File: src/verilog/dac_serial_pkg.sv
// Shared constants, types and helpers of the converter serial control block.
package dac_serial_pkg;

	// ==========================================================================
	// Frame geometry and checksum
	// ==========================================================================
	localparam logic [5:0] FRAME_BITS_PLAIN   = 6'h18;
	localparam logic [5:0] FRAME_BITS_CHECKED = 6'h20;
	localparam logic [5:0] BIT_COUNT_MAX      = 6'h3F;
	// Generator x^8+x^2+x+1 without its leading term.
	localparam logic [7:0] CRC_POLY           = 8'h07;
	localparam logic [7:0] CRC_INIT           = 8'h00;

	// ==========================================================================
	// Device register addresses and reset values
	// ==========================================================================
	localparam logic [3:0]  ADDR_NOP     = 4'h0;
	localparam logic [3:0]  ADDR_ID      = 4'h1;
	localparam logic [3:0]  ADDR_SYNC    = 4'h2;
	localparam logic [3:0]  ADDR_CONFIG  = 4'h3;
	localparam logic [3:0]  ADDR_BRDCAST = 4'h6;
	localparam logic [3:0]  ADDR_DAC0    = 4'h8;
	localparam logic [15:0] RST_SYNC     = 16'hFF00;
	localparam logic [15:0] RST_ZERO     = 16'h0000;
	// Identity word returned at the identity address; the value is arbitrary.
	localparam logic [15:0] DEV_ID_DEFAULT = 16'h0A51;

	// ==========================================================================
	// Configuration field positions
	// ==========================================================================
	localparam int CFG_ALERT_SEL_BIT  = 13;
	localparam int CFG_ALERT_EN_BIT   = 12;
	localparam int CFG_CRC_EN_BIT     = 11;
	localparam int CFG_EDGE_SEL_BIT   = 10;
	localparam int CFG_REF_PD_BIT     = 8;
	localparam int CFG_DAC_PD_LSB     = 0;

	// ==========================================================================
	// Wishbone map (byte addresses)
	// ==========================================================================
	localparam logic [7:0] WB_ID_OFS     = 8'h00;
	localparam logic [7:0] WB_STATUS_OFS = 8'h04;
	localparam logic [7:0] WB_POWER_OFS  = 8'h08;
	localparam int         ST_CRC_ERR    = 0;
	localparam int         ST_SPACING    = 1;

	// ==========================================================================
	// Timing
	// ==========================================================================
	localparam int         CLK_PERIOD_NS      = 5;
	localparam int         UPDATE_SPACING_US  = 1;
	localparam logic [7:0] UPDATE_SPACING_CYC =
		8'((UPDATE_SPACING_US * 1000 + CLK_PERIOD_NS - 1) / CLK_PERIOD_NS);

	// ==========================================================================
	// Types
	// ==========================================================================
	typedef struct packed {
		logic       alert_source_select;
		logic       alert_output_enable;
		logic       crc_en;
		logic       readback_edge_select;
		logic       ref_pd;
		logic [3:0] dac_pd;
	} cfg_s;

	typedef enum {FS_IDLE, FS_CHECK, FS_SEAL} frame_state_e;

	function automatic cfg_s cfg_decode(input logic [15:0] w);
		cfg_s c;
		c.alert_source_select  = w[CFG_ALERT_SEL_BIT];
		c.alert_output_enable  = w[CFG_ALERT_EN_BIT];
		c.crc_en               = w[CFG_CRC_EN_BIT];
		c.readback_edge_select = w[CFG_EDGE_SEL_BIT];
		c.ref_pd               = w[CFG_REF_PD_BIT];
		c.dac_pd               = w[CFG_DAC_PD_LSB +: 4];
		return c;
	endfunction

	// Bit that the pin shows next: frame top, or the one below it.
	function automatic logic out_bit(input logic [31:0] s, input logic chk, input logic below);
		logic [4:0] idx;
		idx = chk ? 5'h1F : 5'h17;
		if (below)
			idx = idx - 5'h01;
		return s[idx];
	endfunction

endpackage

File: src/verilog/crc8_unit.sv
// Combinational CRC-8 remainder of a 32-bit word, most significant bit first.
`timescale 1ns/100ps
module crc8_unit
	import dac_serial_pkg::*;
(
	// Data in
	input  wire logic [31:0] data_i,
	// Remainder out
	output logic      [7:0]  rem_o
);
	logic [7:0] r;
	logic       fb;

	always_comb begin
		r  = CRC_INIT;
		fb = 1'b0;
		for (int i = 31; i >= 0; i--) begin
			fb = r[7] ^ data_i[i];
			r  = {r[6:0], 1'b0} ^ (fb ? CRC_POLY : 8'h00);
		end
		rem_o = r;
	end
endmodule // crc8_unit

File: src/verilog/reg_store.sv
// Sixteen-word register store with a registered read port.
`timescale 1ns/100ps
module reg_store
	import dac_serial_pkg::*;
(
	// Clock and reset
	input  wire logic        clk_i,
	input  wire logic        rst_i,
	// Write port
	input  wire logic        wr_en_i,
	input  wire logic [3:0]  wr_addr_i,
	input  wire logic [15:0] wr_data_i,
	// Read port
	input  wire logic [3:0]  rd_addr_i,
	output logic      [15:0] rd_data_o
);
	logic [15:0] mem [16];

	always_ff @(posedge clk_i) begin
		if (rst_i) begin
			for (int i = 0; i < 16; i++)
				mem[i] <= (4'(i) == ADDR_SYNC) ? RST_SYNC : RST_ZERO;
		end else if (wr_en_i) begin
			mem[wr_addr_i] <= wr_data_i;
		end
	end

	always_ff @(posedge clk_i) begin
		if (rst_i)
			rd_data_o <= RST_ZERO;
		else
			rd_data_o <= mem[rd_addr_i];
	end
endmodule // reg_store

File: src/verilog/dac_serial_ctrl.sv
// Serial frame engine, checked readback and alert pin of the quad converter.
// How it works
// - A read frame's answer leaves on the pin during the next frame.
// - Answer bit 31 echoes the read/write flag, one for reads.
// - Answer bit 30 is high if the prior frame failed its checksum.
// - Answer echoes the two reserved bits, then the four-bit address.
// - Answer bits 23:8 carry the addressed register's contents after an accepted read, else the frame's own data bits.
// - Answer ends with a CRC-8 over its upper twenty-four bits.
// - In alert mode the pin flags failed read frames like failed writes.
// - Each amplifier and the reference have separate power-down bits.
// - After reset every channel and the reference are powered up.
// - All registers read; no-op and identity ignore serial writes; chained devices pass writes through.
// - Checksum mode is switchable; off means plain 24-bit frames.
// - Checked frames are 32 bits, last byte a CRC-8, poly 0x107.
// - Checksum judged at chip-select rise; nonzero remainder drops frame.
// - Readback bits change on the edge chosen by the edge-select bit.
// - Pin is an alert only with alert enable 1 and source select 0.
`timescale 1ns/100ps
module dac_serial_ctrl
	import dac_serial_pkg::*;
(
	// Clock and reset
	input  wire logic        clk_i,
	input  wire logic        rst_i,
	// Wishbone slave
	input  wire logic        wb_cyc_i,
	input  wire logic        wb_stb_i,
	input  wire logic        wb_we_i,
	input  wire logic [7:0]  wb_adr_i,
	input  wire logic [3:0]  wb_sel_i,
	input  wire logic [31:0] wb_dat_i,
	output logic      [31:0] wb_dat_o,
	output logic             wb_ack_o,
	// Serial port
	input  wire logic        sclk_i,
	input  wire logic        cs_n_i,
	input  wire logic        sdi_i,
	output logic             shared_out_alert_pin_o,
	output logic             shared_out_alert_pin_oe_n_o,
	// Power-down controls
	output logic      [3:0]  dac_pd_o,
	output logic             ref_pd_o
);
	// ==========================================================================
	// Edge detection
	// ==========================================================================
	logic sclk_prev, cs_prev;
	logic sclk_rise, sclk_fall, cs_rise, cs_fall;

	always_ff @(posedge clk_i) begin
		if (rst_i) begin
			sclk_prev <= 1'b0;
			cs_prev   <= 1'b1;
		end else begin
			sclk_prev <= sclk_i;
			cs_prev   <= cs_n_i;
		end
	end

	assign sclk_rise = sclk_i & ~sclk_prev;
	assign sclk_fall = ~sclk_i & sclk_prev;
	assign cs_rise   = cs_n_i & ~cs_prev;
	assign cs_fall   = ~cs_n_i & cs_prev;

	// ==========================================================================
	// Configuration and state
	// ==========================================================================
	logic [15:0]  cfg_word, dev_id, mem_rd, read_val, frame_data;
	cfg_s         cfg;
	frame_state_e state;
	logic [31:0]  shreg, frame;
	logic [5:0]   bit_cnt;
	logic [7:0]   rx_rem, tx_rem, spacing_cnt;
	logic [23:0]  resp24;
	logic [3:0]   frame_addr;
	logic [2:0]   frame_resv;
	logic         alarm_mode, frame_chk, len_ok, crc_err, rsp_read, accept;
	logic         mem_we, dac_upd, frame_rw, spacing_viol, wb_req;

	assign cfg = cfg_decode(cfg_word);
	assign alarm_mode = cfg.alert_output_enable & ~cfg.alert_source_select;

	assign frame_rw   = frame_chk ? frame[31] : frame[23];
	assign frame_resv = frame_chk ? {1'b0, frame[29:28]} : frame[22:20];
	assign frame_addr = frame_chk ? frame[27:24] : frame[19:16];
	assign frame_data = frame_chk ? frame[23:8] : frame[15:0];

	assign accept  = len_ok & (~frame_chk | (rx_rem == 8'h00));
	assign mem_we  = (state == FS_CHECK) & accept & ~frame_rw
		& (frame_addr != ADDR_NOP) & (frame_addr != ADDR_ID);
	assign dac_upd = mem_we & (frame_addr[3] | (frame_addr == ADDR_BRDCAST));

	crc8_unit rx_crc (
		.data_i (frame),
		.rem_o  (rx_rem)
	);

	reg_store store (
		.clk_i     (clk_i),
		.rst_i     (rst_i),
		.wr_en_i   (mem_we),
		.wr_addr_i (frame_addr),
		.wr_data_i (frame_data),
		.rd_addr_i (frame_addr),
		.rd_data_o (mem_rd)
	);

	// ==========================================================================
	// Frame sequencing
	// ==========================================================================
	always_ff @(posedge clk_i) begin
		if (rst_i) begin
			state <= FS_IDLE;
		end else begin
			case (state)
				FS_IDLE:  state <= cs_rise ? FS_CHECK : FS_IDLE;
				FS_CHECK: state <= FS_SEAL;
				FS_SEAL:  state <= FS_IDLE;
				default:  state <= FS_IDLE;
			endcase
		end
	end

	// A chain of devices clocks more than one frame through; only the last
	// frame's worth of bits, the last ones shifted in from the data input, is kept.
	always_ff @(posedge clk_i) begin
		if (rst_i) begin
			frame     <= 32'h0000_0000;
			frame_chk <= 1'b0;
			len_ok    <= 1'b0;
		end else if (state == FS_IDLE && cs_rise) begin
			frame     <= shreg;
			frame_chk <= cfg.crc_en;
			len_ok    <= bit_cnt >= (cfg.crc_en ? FRAME_BITS_CHECKED : FRAME_BITS_PLAIN);
		end
	end

	always_ff @(posedge clk_i) begin
		if (rst_i)
			bit_cnt <= 6'h00;
		else if (cs_fall)
			bit_cnt <= 6'h00;
		else if (!cs_n_i && sclk_fall && bit_cnt != BIT_COUNT_MAX)
			bit_cnt <= bit_cnt + 6'h01;
	end

	// flag tracks the last full-length frame; plain frames clear it
	always_ff @(posedge clk_i) begin
		if (rst_i)
			crc_err <= 1'b0;
		else if (state == FS_CHECK && len_ok)
			crc_err <= frame_chk & (rx_rem != 8'h00);
	end

	always_ff @(posedge clk_i) begin
		if (rst_i)
			rsp_read <= 1'b0;
		else if (state == FS_CHECK)
			rsp_read <= accept & frame_rw;
	end

	// power bits live in the config word
	always_ff @(posedge clk_i) begin
		if (rst_i)
			cfg_word <= RST_ZERO;
		else if (mem_we && frame_addr == ADDR_CONFIG)
			cfg_word <= frame_data;
	end

	always_ff @(posedge clk_i) begin
		if (rst_i) begin
			dac_pd_o <= 4'h0;
			ref_pd_o <= 1'b0;
		end else begin
			dac_pd_o <= cfg.dac_pd;
			ref_pd_o <= cfg.ref_pd;
		end
	end

	// ==========================================================================
	// Answer assembly
	// ==========================================================================
	// every register reads back
	assign read_val = (frame_addr == ADDR_ID) ? dev_id
		: (frame_addr == ADDR_CONFIG) ? cfg_word : mem_rd;

	always_comb begin
		if (cfg.crc_en)
			resp24 = {frame_rw, crc_err, frame_resv[1:0], frame_addr,
				rsp_read ? read_val : frame_data};
		else
			resp24 = {frame_rw, frame_resv, frame_addr, rsp_read ? read_val : frame_data};
	end

	crc8_unit tx_crc (
		.data_i ({8'h00, resp24}),
		.rem_o  (tx_rem)
	);

	// answer loaded for the next frame
	always_ff @(posedge clk_i) begin
		if (rst_i)
			shreg <= 32'h0000_0000;
		else if (state == FS_SEAL)
			shreg <= cfg.crc_en ? {resp24, tx_rem} : {8'h00, resp24};
		else if (!cs_n_i && sclk_fall)
			shreg <= {shreg[30:0], sdi_i};
	end

	// ==========================================================================
	// Shared output pin
	// ==========================================================================
	// alert shows failed frames
	always_ff @(posedge clk_i) begin
		if (rst_i) begin
			shared_out_alert_pin_o      <= 1'b0;
			shared_out_alert_pin_oe_n_o <= 1'b1;
		end else if (alarm_mode) begin
			shared_out_alert_pin_o      <= crc_err;
			shared_out_alert_pin_oe_n_o <= 1'b0;
		end else if (cs_fall) begin
			shared_out_alert_pin_o      <= out_bit(shreg, cfg.crc_en, 1'b0);
			shared_out_alert_pin_oe_n_o <= 1'b0;
		end else if (cs_n_i) begin
			shared_out_alert_pin_oe_n_o <= 1'b1;
		end else if (sclk_fall && cfg.readback_edge_select) begin
			shared_out_alert_pin_o      <= out_bit(shreg, cfg.crc_en, 1'b1);
		end else if (sclk_rise && !cfg.readback_edge_select) begin
			shared_out_alert_pin_o      <= out_bit(shreg, cfg.crc_en, 1'b0);
		end
	end

	// ==========================================================================
	// Update spacing watch
	// ==========================================================================
	// flag updates closer than 1 us
	always_ff @(posedge clk_i) begin
		if (rst_i)
			spacing_cnt <= UPDATE_SPACING_CYC;
		else if (dac_upd)
			spacing_cnt <= 8'h00;
		else if (spacing_cnt != UPDATE_SPACING_CYC)
			spacing_cnt <= spacing_cnt + 8'h01;
	end

	// Setting wins over a software clear in the same cycle.
	always_ff @(posedge clk_i) begin
		if (rst_i)
			spacing_viol <= 1'b0;
		else if (dac_upd && spacing_cnt < UPDATE_SPACING_CYC)
			spacing_viol <= 1'b1;
		else if (wb_cyc_i && wb_stb_i && wb_ack_o && wb_we_i
			&& wb_adr_i == WB_STATUS_OFS && wb_sel_i[0] && wb_dat_i[ST_SPACING])
			spacing_viol <= 1'b0;
	end

	// ==========================================================================
	// Wishbone slave
	// ==========================================================================
	assign wb_req = wb_cyc_i & wb_stb_i & ~wb_ack_o;

	always_ff @(posedge clk_i) begin
		if (rst_i)
			wb_ack_o <= 1'b0;
		else
			wb_ack_o <= wb_req;
	end

	always_ff @(posedge clk_i) begin
		if (rst_i) begin
			dev_id <= DEV_ID_DEFAULT;
		end else if (wb_cyc_i && wb_stb_i && wb_ack_o && wb_we_i && wb_adr_i == WB_ID_OFS) begin
			if (wb_sel_i[0])
				dev_id[7:0] <= wb_dat_i[7:0];
			if (wb_sel_i[1])
				dev_id[15:8] <= wb_dat_i[15:8];
		end
	end

	always_ff @(posedge clk_i) begin
		if (rst_i) begin
			wb_dat_o <= 32'h0000_0000;
		end else if (wb_req) begin
			case (wb_adr_i)
				WB_ID_OFS:     wb_dat_o <= {16'h0000, dev_id};
				WB_STATUS_OFS: wb_dat_o <= {28'h000_0000, alarm_mode, cfg.crc_en,
					spacing_viol, crc_err};
				WB_POWER_OFS:  wb_dat_o <= {27'h000_0000, cfg.ref_pd, cfg.dac_pd};
				default:       wb_dat_o <= 32'h0000_0000;
			endcase
		end
	end

	// ==========================================================================
	// Checks
	// ==========================================================================
	a_ack_single_pulse: assert property (@(posedge clk_i) disable iff (rst_i)
		wb_ack_o |=> !wb_ack_o) else $error("ack held longer than one cycle");
	a_frame_seq_order: assert property (@(posedge clk_i) disable iff (rst_i)
		state == FS_CHECK |=> state == FS_SEAL ##1 state == FS_IDLE)
		else $error("frame sequencer skipped a step");
	a_crc_flag_set: assert property (@(posedge clk_i) disable iff (rst_i)
		(state == FS_CHECK && len_ok && frame_chk && rx_rem != 8'h00) |=> crc_err)
		else $error("fault flag not raised for bad checksum");
	a_bad_frame_dropped: assert property (@(posedge clk_i) disable iff (rst_i)
		(state == FS_CHECK && frame_chk && rx_rem != 8'h00) |-> !mem_we)
		else $error("frame with bad checksum was written");
	a_resp_top_bits: assert property (@(posedge clk_i) disable iff (rst_i)
		(state == FS_SEAL && cfg.crc_en)
		|=> shreg[31:30] == {$past(frame_rw), $past(crc_err)})
		else $error("answer flag bits wrong");
	a_resp_crc_seal: assert property (@(posedge clk_i) disable iff (rst_i)
		(state == FS_SEAL && cfg.crc_en) |=> shreg[7:0] == $past(tx_rem)
		&& shreg[31:8] == $past(resp24)) else $error("answer checksum wrong");
	a_alert_follows: assert property (@(posedge clk_i) disable iff (rst_i)
		alarm_mode |=> !shared_out_alert_pin_oe_n_o
		&& shared_out_alert_pin_o == $past(crc_err))
		else $error("alert pin does not follow fault flag");
	a_power_at_reset: assert property (@(posedge clk_i) disable iff (rst_i)
		$fell(rst_i) |-> dac_pd_o == 4'h0 && !ref_pd_o)
		else $error("power-down active after reset");
	a_edge_sel_fall: assert property (@(posedge clk_i) disable iff (rst_i)
		(!alarm_mode && !cs_n_i && !cs_prev && sclk_fall && cfg.readback_edge_select)
		|=> shared_out_alert_pin_o == $past(out_bit(shreg, cfg.crc_en, 1'b1)))
		else $error("readback bit not updated on falling edge");
	a_spacing_flag: assert property (@(posedge clk_i) disable iff (rst_i)
		(dac_upd && spacing_cnt < UPDATE_SPACING_CYC) |=> spacing_viol)
		else $error("close updates not flagged");
endmodule // dac_serial_ctrl

File: config.mk
export PLATFORM = sky130hd
export DESIGN_NAME = dac_serial_ctrl
export DESIGN_NICKNAME = d
export VERILOG_FILES = /design/src/verilog/dac_serial_pkg.sv /design/src/verilog/crc8_unit.sv /design/src/verilog/reg_store.sv /design/src/verilog/dac_serial_ctrl.sv
export SDC_FILE = /design/constraint.sdc
export NUM_CORES = 1
export LEC_CHECK = 0
export BUFFER_PORTS_ARGS = -buffer_cell sky130_fd_sc_hd__buf_2
export CAP_MARGIN = 20
export CORE_UTILIZATION = 40
export DETAILED_ROUTE_END_ITERATION = 12
export PLACE_DENSITY_LB_ADDON = 0.15
export SLEW_MARGIN = 20
export SYNTH_ARGS = -nofsm -noshare
export SYNTH_HDL_FRONTEND = slang
export SYNTH_SLANG_ARGS = --single-unit
File: constraint.sdc
create_clock -name clk_i -period 5.79 [get_ports clk_i]
set_input_delay 1.158 -clock clk_i [delete_from_list [all_inputs] [get_ports clk_i]]
set_output_delay 1.158 -clock clk_i [all_outputs]
set_load 0.05 [all_outputs]
# == Yosys cells after proc, flatten, opt, wreduce, memory -nomap -nowiden ==
# Memory sizes are Yosys's and may differ from the RTL's. A register that Yosys moved wholly into a read port is not among the register bits.
# Index checks and enable logic that the tools add are counted.
# totals
register_bits,189
mem_bits_rw,256
output_inout_bits,40
word_cells,310
mem_count,1
# mem_list
name,words,word_bits,rd,rd_clocked_by_memory_dff,wr,line,source
store.mem,16,16,1,1,16,reg_store.sv:17,logic [15:0] mem [16];
# classes
add_sub_neg,3
n_lt_le_gt_ge,4
eq_ne,12
muxes,101
n_bitwise,133
n_reduce_logical,34
# op_table
op,n
bitwise XOR 8 bit,52
2-to-1 mux 3 bit,57
2-to-1 mux 32 bit,3
2-to-1 mux 16 bit,5
zero test 32 bit,2
bitwise XOR 1 bit,52
one-hot mux 16 bit (3 select lines),1
equality test 32 x 1 -> 1 bit (second input constant),1
equality test 32 x 2 -> 1 bit (second input constant),1
equality test 32 x 3 -> 1 bit (second input constant),1
2-to-1 mux 5 bit,5
2-to-1 mux 23 bit,1
2-to-1 mux 1 bit,20
zero test 8 bit,2
2-to-1 mux 8 bit,2
OR reduction 16 bit,1
bitwise XOR 8 x 3 -> 8 bit,2
AND 1 bit,15
logical AND 1 bit,15
< comparator 5 x 6 -> 1 bit (second input constant),2
2-to-1 mux 4 bit,3
binary-select mux 1 bit (select 5 bit),2
adder 8 x 1 -> 8 bit (second input constant),1
equality test 8 x 3 -> 1 bit (second input constant),1
24 further kinds,40

# == Depth between registers and ports, before layout ==
# Gate-level depths: netlist (run 1).
# logic_depth
word_depth,105
ltp_mapped,19
mapped_depth_nobuf,12

# == Hierarchy ==
# From an unflattened synthesis (run 1), not the netlist that was laid out.
# hier_totals
cells_unflattened,1904
hier_area_um2,21360.5
# modules_own_cells
module,n_inst,cells_each,area_per_inst_um2
reg_store,1,866,12245.5
dac_serial_ctrl,1,914,7378.3
crc8_unit,2,62,868.3

# == Least setup slack after synthesis (run 1) ==
# OpenSTA, ideal clock, no wires.
# synth_timing
path_type,register -> register
from,register frame_chk
to,register shreg[4]
setup_ps,115
t_arrival_ps,4527
required_ps,5675
slack_ps,1148
stages_incl_launch_ff,19
path_buffers,6
period_less_slack_ps,4642
path_cell_list,dfxtp_1 buf_2 buf_2 buf_2 buf_2 mux2i_1 clkbuf_1 clkbuf_1 ha_1 inv_1 o31ai_1 a2bb2oi_1 mux2i_1 xnor3_1 xnor2_1 xor2_1 xnor2_1 o211a_1 a2111oi_0
# synth_via
elab_chain_cells,35
word_cells_on_any_way,70
# synth_rtl
item,line,source
start: declaration,dac_serial_ctrl.sv:77,"logic alarm_mode, frame_chk, len_ok, crc_err, rsp_read, accept;"
start signal: assignment,dac_serial_ctrl.sv:133,frame_chk <= cfg.crc_en;
2-to-1 mux 3 bit,dac_serial_ctrl.sv:84,"assign frame_resv = frame_chk ? {1'b0, frame[29:28]} : frame[22:20];"
2-to-1 mux 23 bit,dac_serial_ctrl.sv:188,if (cfg.crc_en)
bitwise XOR 1 bit,crc8_unit.sv:18,fb = r[7] ^ data_i[i];
2-to-1 mux 3 bit,crc8_unit.sv:19,"r = {r[6:0], 1'b0} ^ (fb ? CRC_POLY : 8'h00);"
bitwise XOR 8 bit (6 in series),crc8_unit.sv:19,
bitwise XOR 1 bit or bitwise XOR 8 bit (tied branches),"crc8_unit.sv:18, crc8_unit.sv:19",
2-to-1 mux 3 bit (tied with other cells),crc8_unit.sv:19,
bitwise XOR 8 bit (tied with other cells),crc8_unit.sv:19,
[13 not listed],-,
bitwise XOR 1 bit or bitwise XOR 8 bit (tied branches),"crc8_unit.sv:18, crc8_unit.sv:19",
2-to-1 mux 3 bit (tied with other cells),crc8_unit.sv:19,
bitwise XOR 8 bit (tied with other cells),crc8_unit.sv:19,
bitwise XOR 8 bit or 2-to-1 mux 3 bit (tied branches),crc8_unit.sv:19,
bitwise XOR 8 bit (2 in series),crc8_unit.sv:19,
bitwise XOR 8 x 3 -> 8 bit,crc8_unit.sv:19,
2-to-1 mux 32 bit (*),dac_serial_ctrl.sv:205,"shreg <= cfg.crc_en ? {resp24, tx_rem} : {8'h00, resp24};"
2-to-1 mux 32 bit (*),dac_serial_ctrl.sv:204,else if (state == FS_SEAL)
end signal: assignment,dac_serial_ctrl.sv:205,
end signal: assignment,dac_serial_ctrl.sv:207,"shreg <= {shreg[30:0], sdi_i};"
end: declaration,dac_serial_ctrl.sv:71,"logic [31:0] shreg, frame;"
# Every way passes the cells marked *; elsewhere a longest branch is shown, timed or not.
# A chain may end at the register's enable or synchronous reset.

==> results of run 1 <==
==> sequential cells by signal, indices dropped and copies added (netlist names), 2 cells and up <==
name,flops
store.mem,256
frame,32
shreg,32
cfg_word,16
dev_id,16
store.rd_data_o,16
wb_dat_o,16
spacing_cnt,8
bit_cnt,6
dac_pd_o,4
state,2
==> metrics by stage <==
| stage | util | cells | cell area (sq um) |
|---|---|---|---|
| after floorplan | - | 2082 | 20100 |
| after global placement | 0.427 | 2671 | 20900 |
| after detailed placement | 0.427 | 2671 | 20900 |
| after CTS | 0.454 | 2751 | 22300 |
| after global routing | 0.455 | 2751 | 22300 |
| final | 0.455 | 2752 | 22300 |
==> logic make-up (layout without fill, tap and decap cells) <==
group	count (synthesis)	count (layout)	share of synthesized area
flip-flops	415	415	0.545
buffers and inverters	195	200	0.0420
adder cells (fa/ha/maj)	11	11	0.00690
AO/OA/AOI/OAI	266	266	0.0938
multiplexers	100	100	0.0513
AND/OR/NAND/NOR	931	931	0.201
other	1	49	0.000188
XOR/XNOR	116	116	0.0601
==> power groups by stage <==
stage                     combinational, W  clock, W  sequential [W]
final                             0.000262   0.00271         0.00325
after global routing              0.000290   0.00287         0.00326
after CTS                         0.000264   0.00277         0.00325
after detailed placement          0.000263         0         0.00331
after global placement            0.000259         0         0.00331
after floorplan                   0.000197         0         0.00331
==> worst max-delay path: cells and delay by family (launching register included) <==
kind / cells / cell delay (ps)
compound gates: 2 / 650
simple gates: 4 / 1710
buf+inv: 1 / 260
flops: 1 / 480
xor+xnor: 4 / 1320
==> worst min-delay path by stage <==
stage / start / endpoint / slack (ps)
after floorplan: cfg_word[4] / cfg_word[4] / 440
after global placement: wb_dat_o[9] / wb_dat_o[9] / 440
after detailed placement: cfg_word[5] / cfg_word[5] / 450
after CTS: cfg_word[4] / cfg_word[4] / 460
after global routing: cfg_word[4] / cfg_word[4] / 470
final: cfg_word[4] / cfg_word[4] / 450
==> per-layer routing <==
layer,GRT usage,part of all wire
met5,0,0
met1,0.304,0.44
met4,0.0884,0.033
met3,0.0282,0.050
met2,0.376,0.47
==> cell type report <==
class	count	area (sq um)	area share
Antenna cell	1	2.50	0.000112
Clock inverter	12	93.8	0.00421
Timing Repair Buffer	104	657	0.0295
Inverter	16	60.1	0.00269
Clock buffer	68	1250	0.0560
Multi-Input combinational cell	1472	8530	0.383
Tap cell	664	831	0.0373
Sequential cell	415	10900	0.488
==> placed cells by master (no fill, tap or decap), types with 15 or more instances in the layout <==
cell type	instances
nor3_1	30
xor2_1	22
clkbuf_16	46
buf_2	56
nand3_1	84
a211oi_1	35
mux2i_2	15
xnor2_1	80
nor2b_1	20
conb_1	48
nand2_1	381
and3_1	36
a21oi_1	87
a311oi_1	65
clkbuf_1	19
edfxtp_1	256
nand4_1	18
buf_4	46
nor2_1	308
mux2i_1	76
dfxtp_1	158
==> reports/results.ini, run 1 <==
[worst_setup_path]
required_ps=6000
slowest_delay_ps=720
slowest_stage=nor2_1
start_kind=flip-flop
cp.arrival_ps=5000
rrSetupSlack_ps=1000
critical_path_class=reg -> reg
crit_path_end=store.mem[5][5]
cp_common_cell=xnor3_1
critPathCaptureType=flip-flop
crit_fanout=17
r2r_end=store.mem[5][5]
crit_path_cell_trace=xnor3_1 -> xor2_1 -> xnor3_1 -> xnor2_1 -> nor3_1 -> a31oi_1 -> o41a_4 -> nor2_1 -> nand4_1 -> buf_4 -> nand2b_1
rr_startpoint=frame[19]
r2r_cells=11
crit_start=frame[19]

[grt]
grt_usage=0.227
grt_max_degree=136
antenna_found_initial=1
grt_pass1_vias=14169
grt_pass1_wl_um=86700
grt_overflow=0

[synth]
synth_edf_count=256
synth.avg_cell_area_sq_um=9.80
yosysWarnings=0
synth.top_cell.area_share=0.385
synthTopCellsByArea=edfxtp_1, dfxtp_1, nand2_1, nor2_1, mux2i_1
synthDistinctLibCells=74
ys_top_cells_by_count=nand2_1, nor2_1, edfxtp_1, dfxtp_1, clkbuf_1
synth_area_leader_cell=edfxtp_1
ys_seq_area_frac=0.545
yosysMostFrequentCell=nand2_1
ys_ff_latch=415
ys.flop_type=edfxtp_1
synthArstFlopShare=0
syn_inst=2035
syn_area_sq_mm=0.0199

[clocking]
htreeDepth=2
post_cts_buffers=0
root_buffer=clkbuf_16
cts_inserted_buffers=46
ctsLongestPathBuffers=3
cts_hold_buffers=0
clkSlewWorstSetupHoldPaths_ps=60
cts.sinks=415
clkLatencyLatePin_ps=580
cts_resized=0
cts_tree=built

[cells_and_area]
final_layout_size_suffix_gt1_frac=0.101
fillers=4801
nets=2118
area_growth_pct=11.8

[detailed_routing]
drtIter0Drc=1175
viasPerCell=5.34
wl_per_cell_um=20.6
routed_wl_um=56700
num_vias=14686
postRouteAntennaNets=0
drtPass1Iterations=5
drc=0

[sta]
timing.fmax_mhz=209
rsz0062_at_grt=no
fin_setup_tns_ps=0
worstMarginPinSlew_ps=1090
clock_skew_ps=25.8
finalHoldViolCount=0
relSlewSlack=0.262
setup_ws_ps=1000
post-route-min-period_ps=4790
setup_viol=0
slew_violations=0
whs_ps=454
final.period_utilization=0.827

[die]
fp.dieArea_sq_mm=0.0508
die_x_um=225
row_count=81
initial_core_util=0.407
die-height_um=225
core_sq_mm=0.0491
io_pins=92

[power]
vdd.ir_drop.worst_v=0.000218
seqPwrFrac=0.522
clkPwrFrac=0.436
netSwitchingFraction=0.225
p_int_w=0.00483
power.density_mw_per_mm2=279
p_sw_w=0.00140
finalPower_w=0.00623
combPwrFrac=0.042
p_leak_nw=7.82

[place]
hpwlAfterDp_um=35300
place_congestion=0.840
port_buffers=57
dp_slack_ps=950

[status]
status=finished, final reports clean

[worst_hold_path]
holdCritPathClass=reg -> reg
hold_path_depth=2

[run]
maxCapViolCount=0

Power figures use the tool's default switching activity.
==> run 2: changes to the inputs <==
Clock period 5.79 ns to 4.58 ns, I/O delays scaled along.
==> reports/results.ini, run 2 (synthesis gave the netlist of run 1 again) <==
[cells_and_area]
top_regs=store.mem x256, frame x32, shreg x32
fillers=4736  ; -1.4%
diodes=0  ; -1
final_layout_size_suffix_gt1_frac=0.118  ; +0.0177
layout_commonest_cell=nand2_1
largest_reg_flops=256  ; unchanged
final_area_sq_mm=0.0227  ; +1.8%
nets=2150  ; +1.5%
top_register=store.mem
area_growth_pct=13.8
layout_common_cells=nand2_1, nor2_1, edfxtp_1

[place]
dpl_cell_area_sq_mm=0.0212  ; +1.2%
port_buffers=57  ; unchanged
hpwlAfterDp_um=37000  ; +4.9%
place_congestion=0.888  ; +5.7%
dp_slack_ps=611  ; -339 ps

[detailed_routing]
wl_per_cell_um=21.0  ; +1.8%
drtIter0Drc=1068  ; -9.1%
drc=0  ; unchanged
dr_wl_met3_um=2900  ; +3.1%
routed_wl_um=58400  ; +3.0%
num_vias=14962  ; +1.9%
drtPass1Iterations=5  ; unchanged
wl_met1_um=26000  ; +3.3%
viasPerCell=5.37  ; +0.64%
routed.top_layer=met4
dr_wl_met2_um=27700  ; +3.0%
postRouteAntennaNets=0  ; unchanged

[power]
vdd.ir_drop.worst_v=0.000281  ; +29%
p_leak_nw=8.05  ; +3.0%
power.density_mw_per_mm2=359  ; +28%
finalPower_w=0.00814  ; +31%

[die]
row_count=81  ; unchanged
initial_core_util=0.407  ; unchanged
core_sq_mm=0.0491  ; unchanged
die_x_um=225  ; unchanged
fp.dieArea_sq_mm=0.0508  ; unchanged
io_pins=92  ; unchanged
die-height_um=225  ; unchanged

[worst_setup_path]
start_kind=flip-flop
required_ps=5010  ; -990 ps
cp.arrival_ps=4420  ; -580 ps
critPathCaptureType=flip-flop
rrSetupSlack_ps=590  ; -410 ps
critical_path_class=reg -> reg
crit_fanout=29  ; +12

[status]
status=finished, final reports clean

[clocking]
cts.sinks=415  ; unchanged
ctsLongestPathBuffers=3  ; unchanged
root_buffer=clkbuf_16
clkLatencyLatePin_ps=580  ; about the same
cts_resized=0  ; unchanged
cts_tree=built
cts_hold_buffers=0  ; unchanged
cts_inserted_buffers=46  ; unchanged
clkSlewWorstSetupHoldPaths_ps=60  ; about the same
htreeDepth=2  ; unchanged
post_cts_buffers=0  ; unchanged

[sta]
relSlewSlack=0.306  ; +0.0439
clock_skew_ps=22.5  ; -3.28 ps
final.period_utilization=0.870  ; +0.0432
worstMarginPinSlew_ps=1030  ; -55.3 ps
post-route-min-period_ps=3990  ; -803 ps
timing.fmax_mhz=251  ; +20%
setup_ws_ps=593  ; -407 ps
slew_violations=0  ; unchanged
setup_viol=0  ; unchanged
finalHoldViolCount=0  ; unchanged
fin_setup_tns_ps=0  ; unchanged
rsz0062_at_grt=no

[grt]
grt_usage=0.233  ; +0.00616
grt_overflow=0  ; unchanged
grt_max_degree=137  ; +0.74%
antenna_found_initial=3  ; +2
grt_pass1_vias=14586  ; +2.9%
grt_pass1_wl_um=89000  ; +2.6%

[run]
maxCapViolCount=0  ; unchanged

[worst_hold_path]
holdCritPathClass=reg -> reg

[run 2: cell count changes in the layout (fill, tap and decap cells not counted), sizes merged]
cell / change
buf: +32
inv: +1
clkinv: +1
bufinv: +2
clkbuf: -1
diode: -1
[run 2: through the flow]
stage / cells / utilization / hold WS, ps
detailed placement: 2703 / 0.432 / 447
finish: 2786 / 0.463 / 455
global placement: 2703 / 0.432 / 441
floorplan: 2082 / - / 436
CTS: 2786 / 0.463 / 454
global route: 2786 / 0.463 / 475
[run 2: final cells by class]
cell class / count / area [sq um] / area share
sequential: 415 / 10900 / 0.479
timing repair buffer: 136 / 922 / 0.0406
inverter: 16 / 60.1 / 0.00265
clock inverter: 16 / 151 / 0.00667
multi-input combinational: 1472 / 8530 / 0.376
tap: 664 / 831 / 0.0366
clock buffer: 67 / 1330 / 0.0587
[run 2: worst max-delay path: stages, from the launching register on]
cell,delay [ps]
dfxtp_1,490
xnor3_1,380
xor2_1,270
xnor3_1,430
xnor2_1,170
nor3_1,200
a31oi_1,80
o41a_4,580
or3_4,560
or2_1,500
nor2_1,180
[run 2: worst paths after layout]
path / startpoint / end / depth (start not counted)
worst min register to register: wb_dat_o[8] / wb_dat_o[8] / 2
worst min-delay path: wb_dat_o[8] / wb_dat_o[8] / 2
worst max-delay path: frame[19] / store.mem[3][5] / 10
worst max register to register: frame[19] / store.mem[3][5] / 10
[run 2: metal layers]
layer,vias up,track usage
li1,7144,-
met1,7382,0.317
met2,342,0.381
met3,94,0.0310
met4,0,0.0854
met5,-,0
[run 2: where the power goes]
group / internal, W / switching [W]
Sequential: 0.00407 / 0.0000416
Clock: 0.00217 / 0.00150
Combinational: 0.000111 / 0.000239
Total: 0.00635 / 0.00178
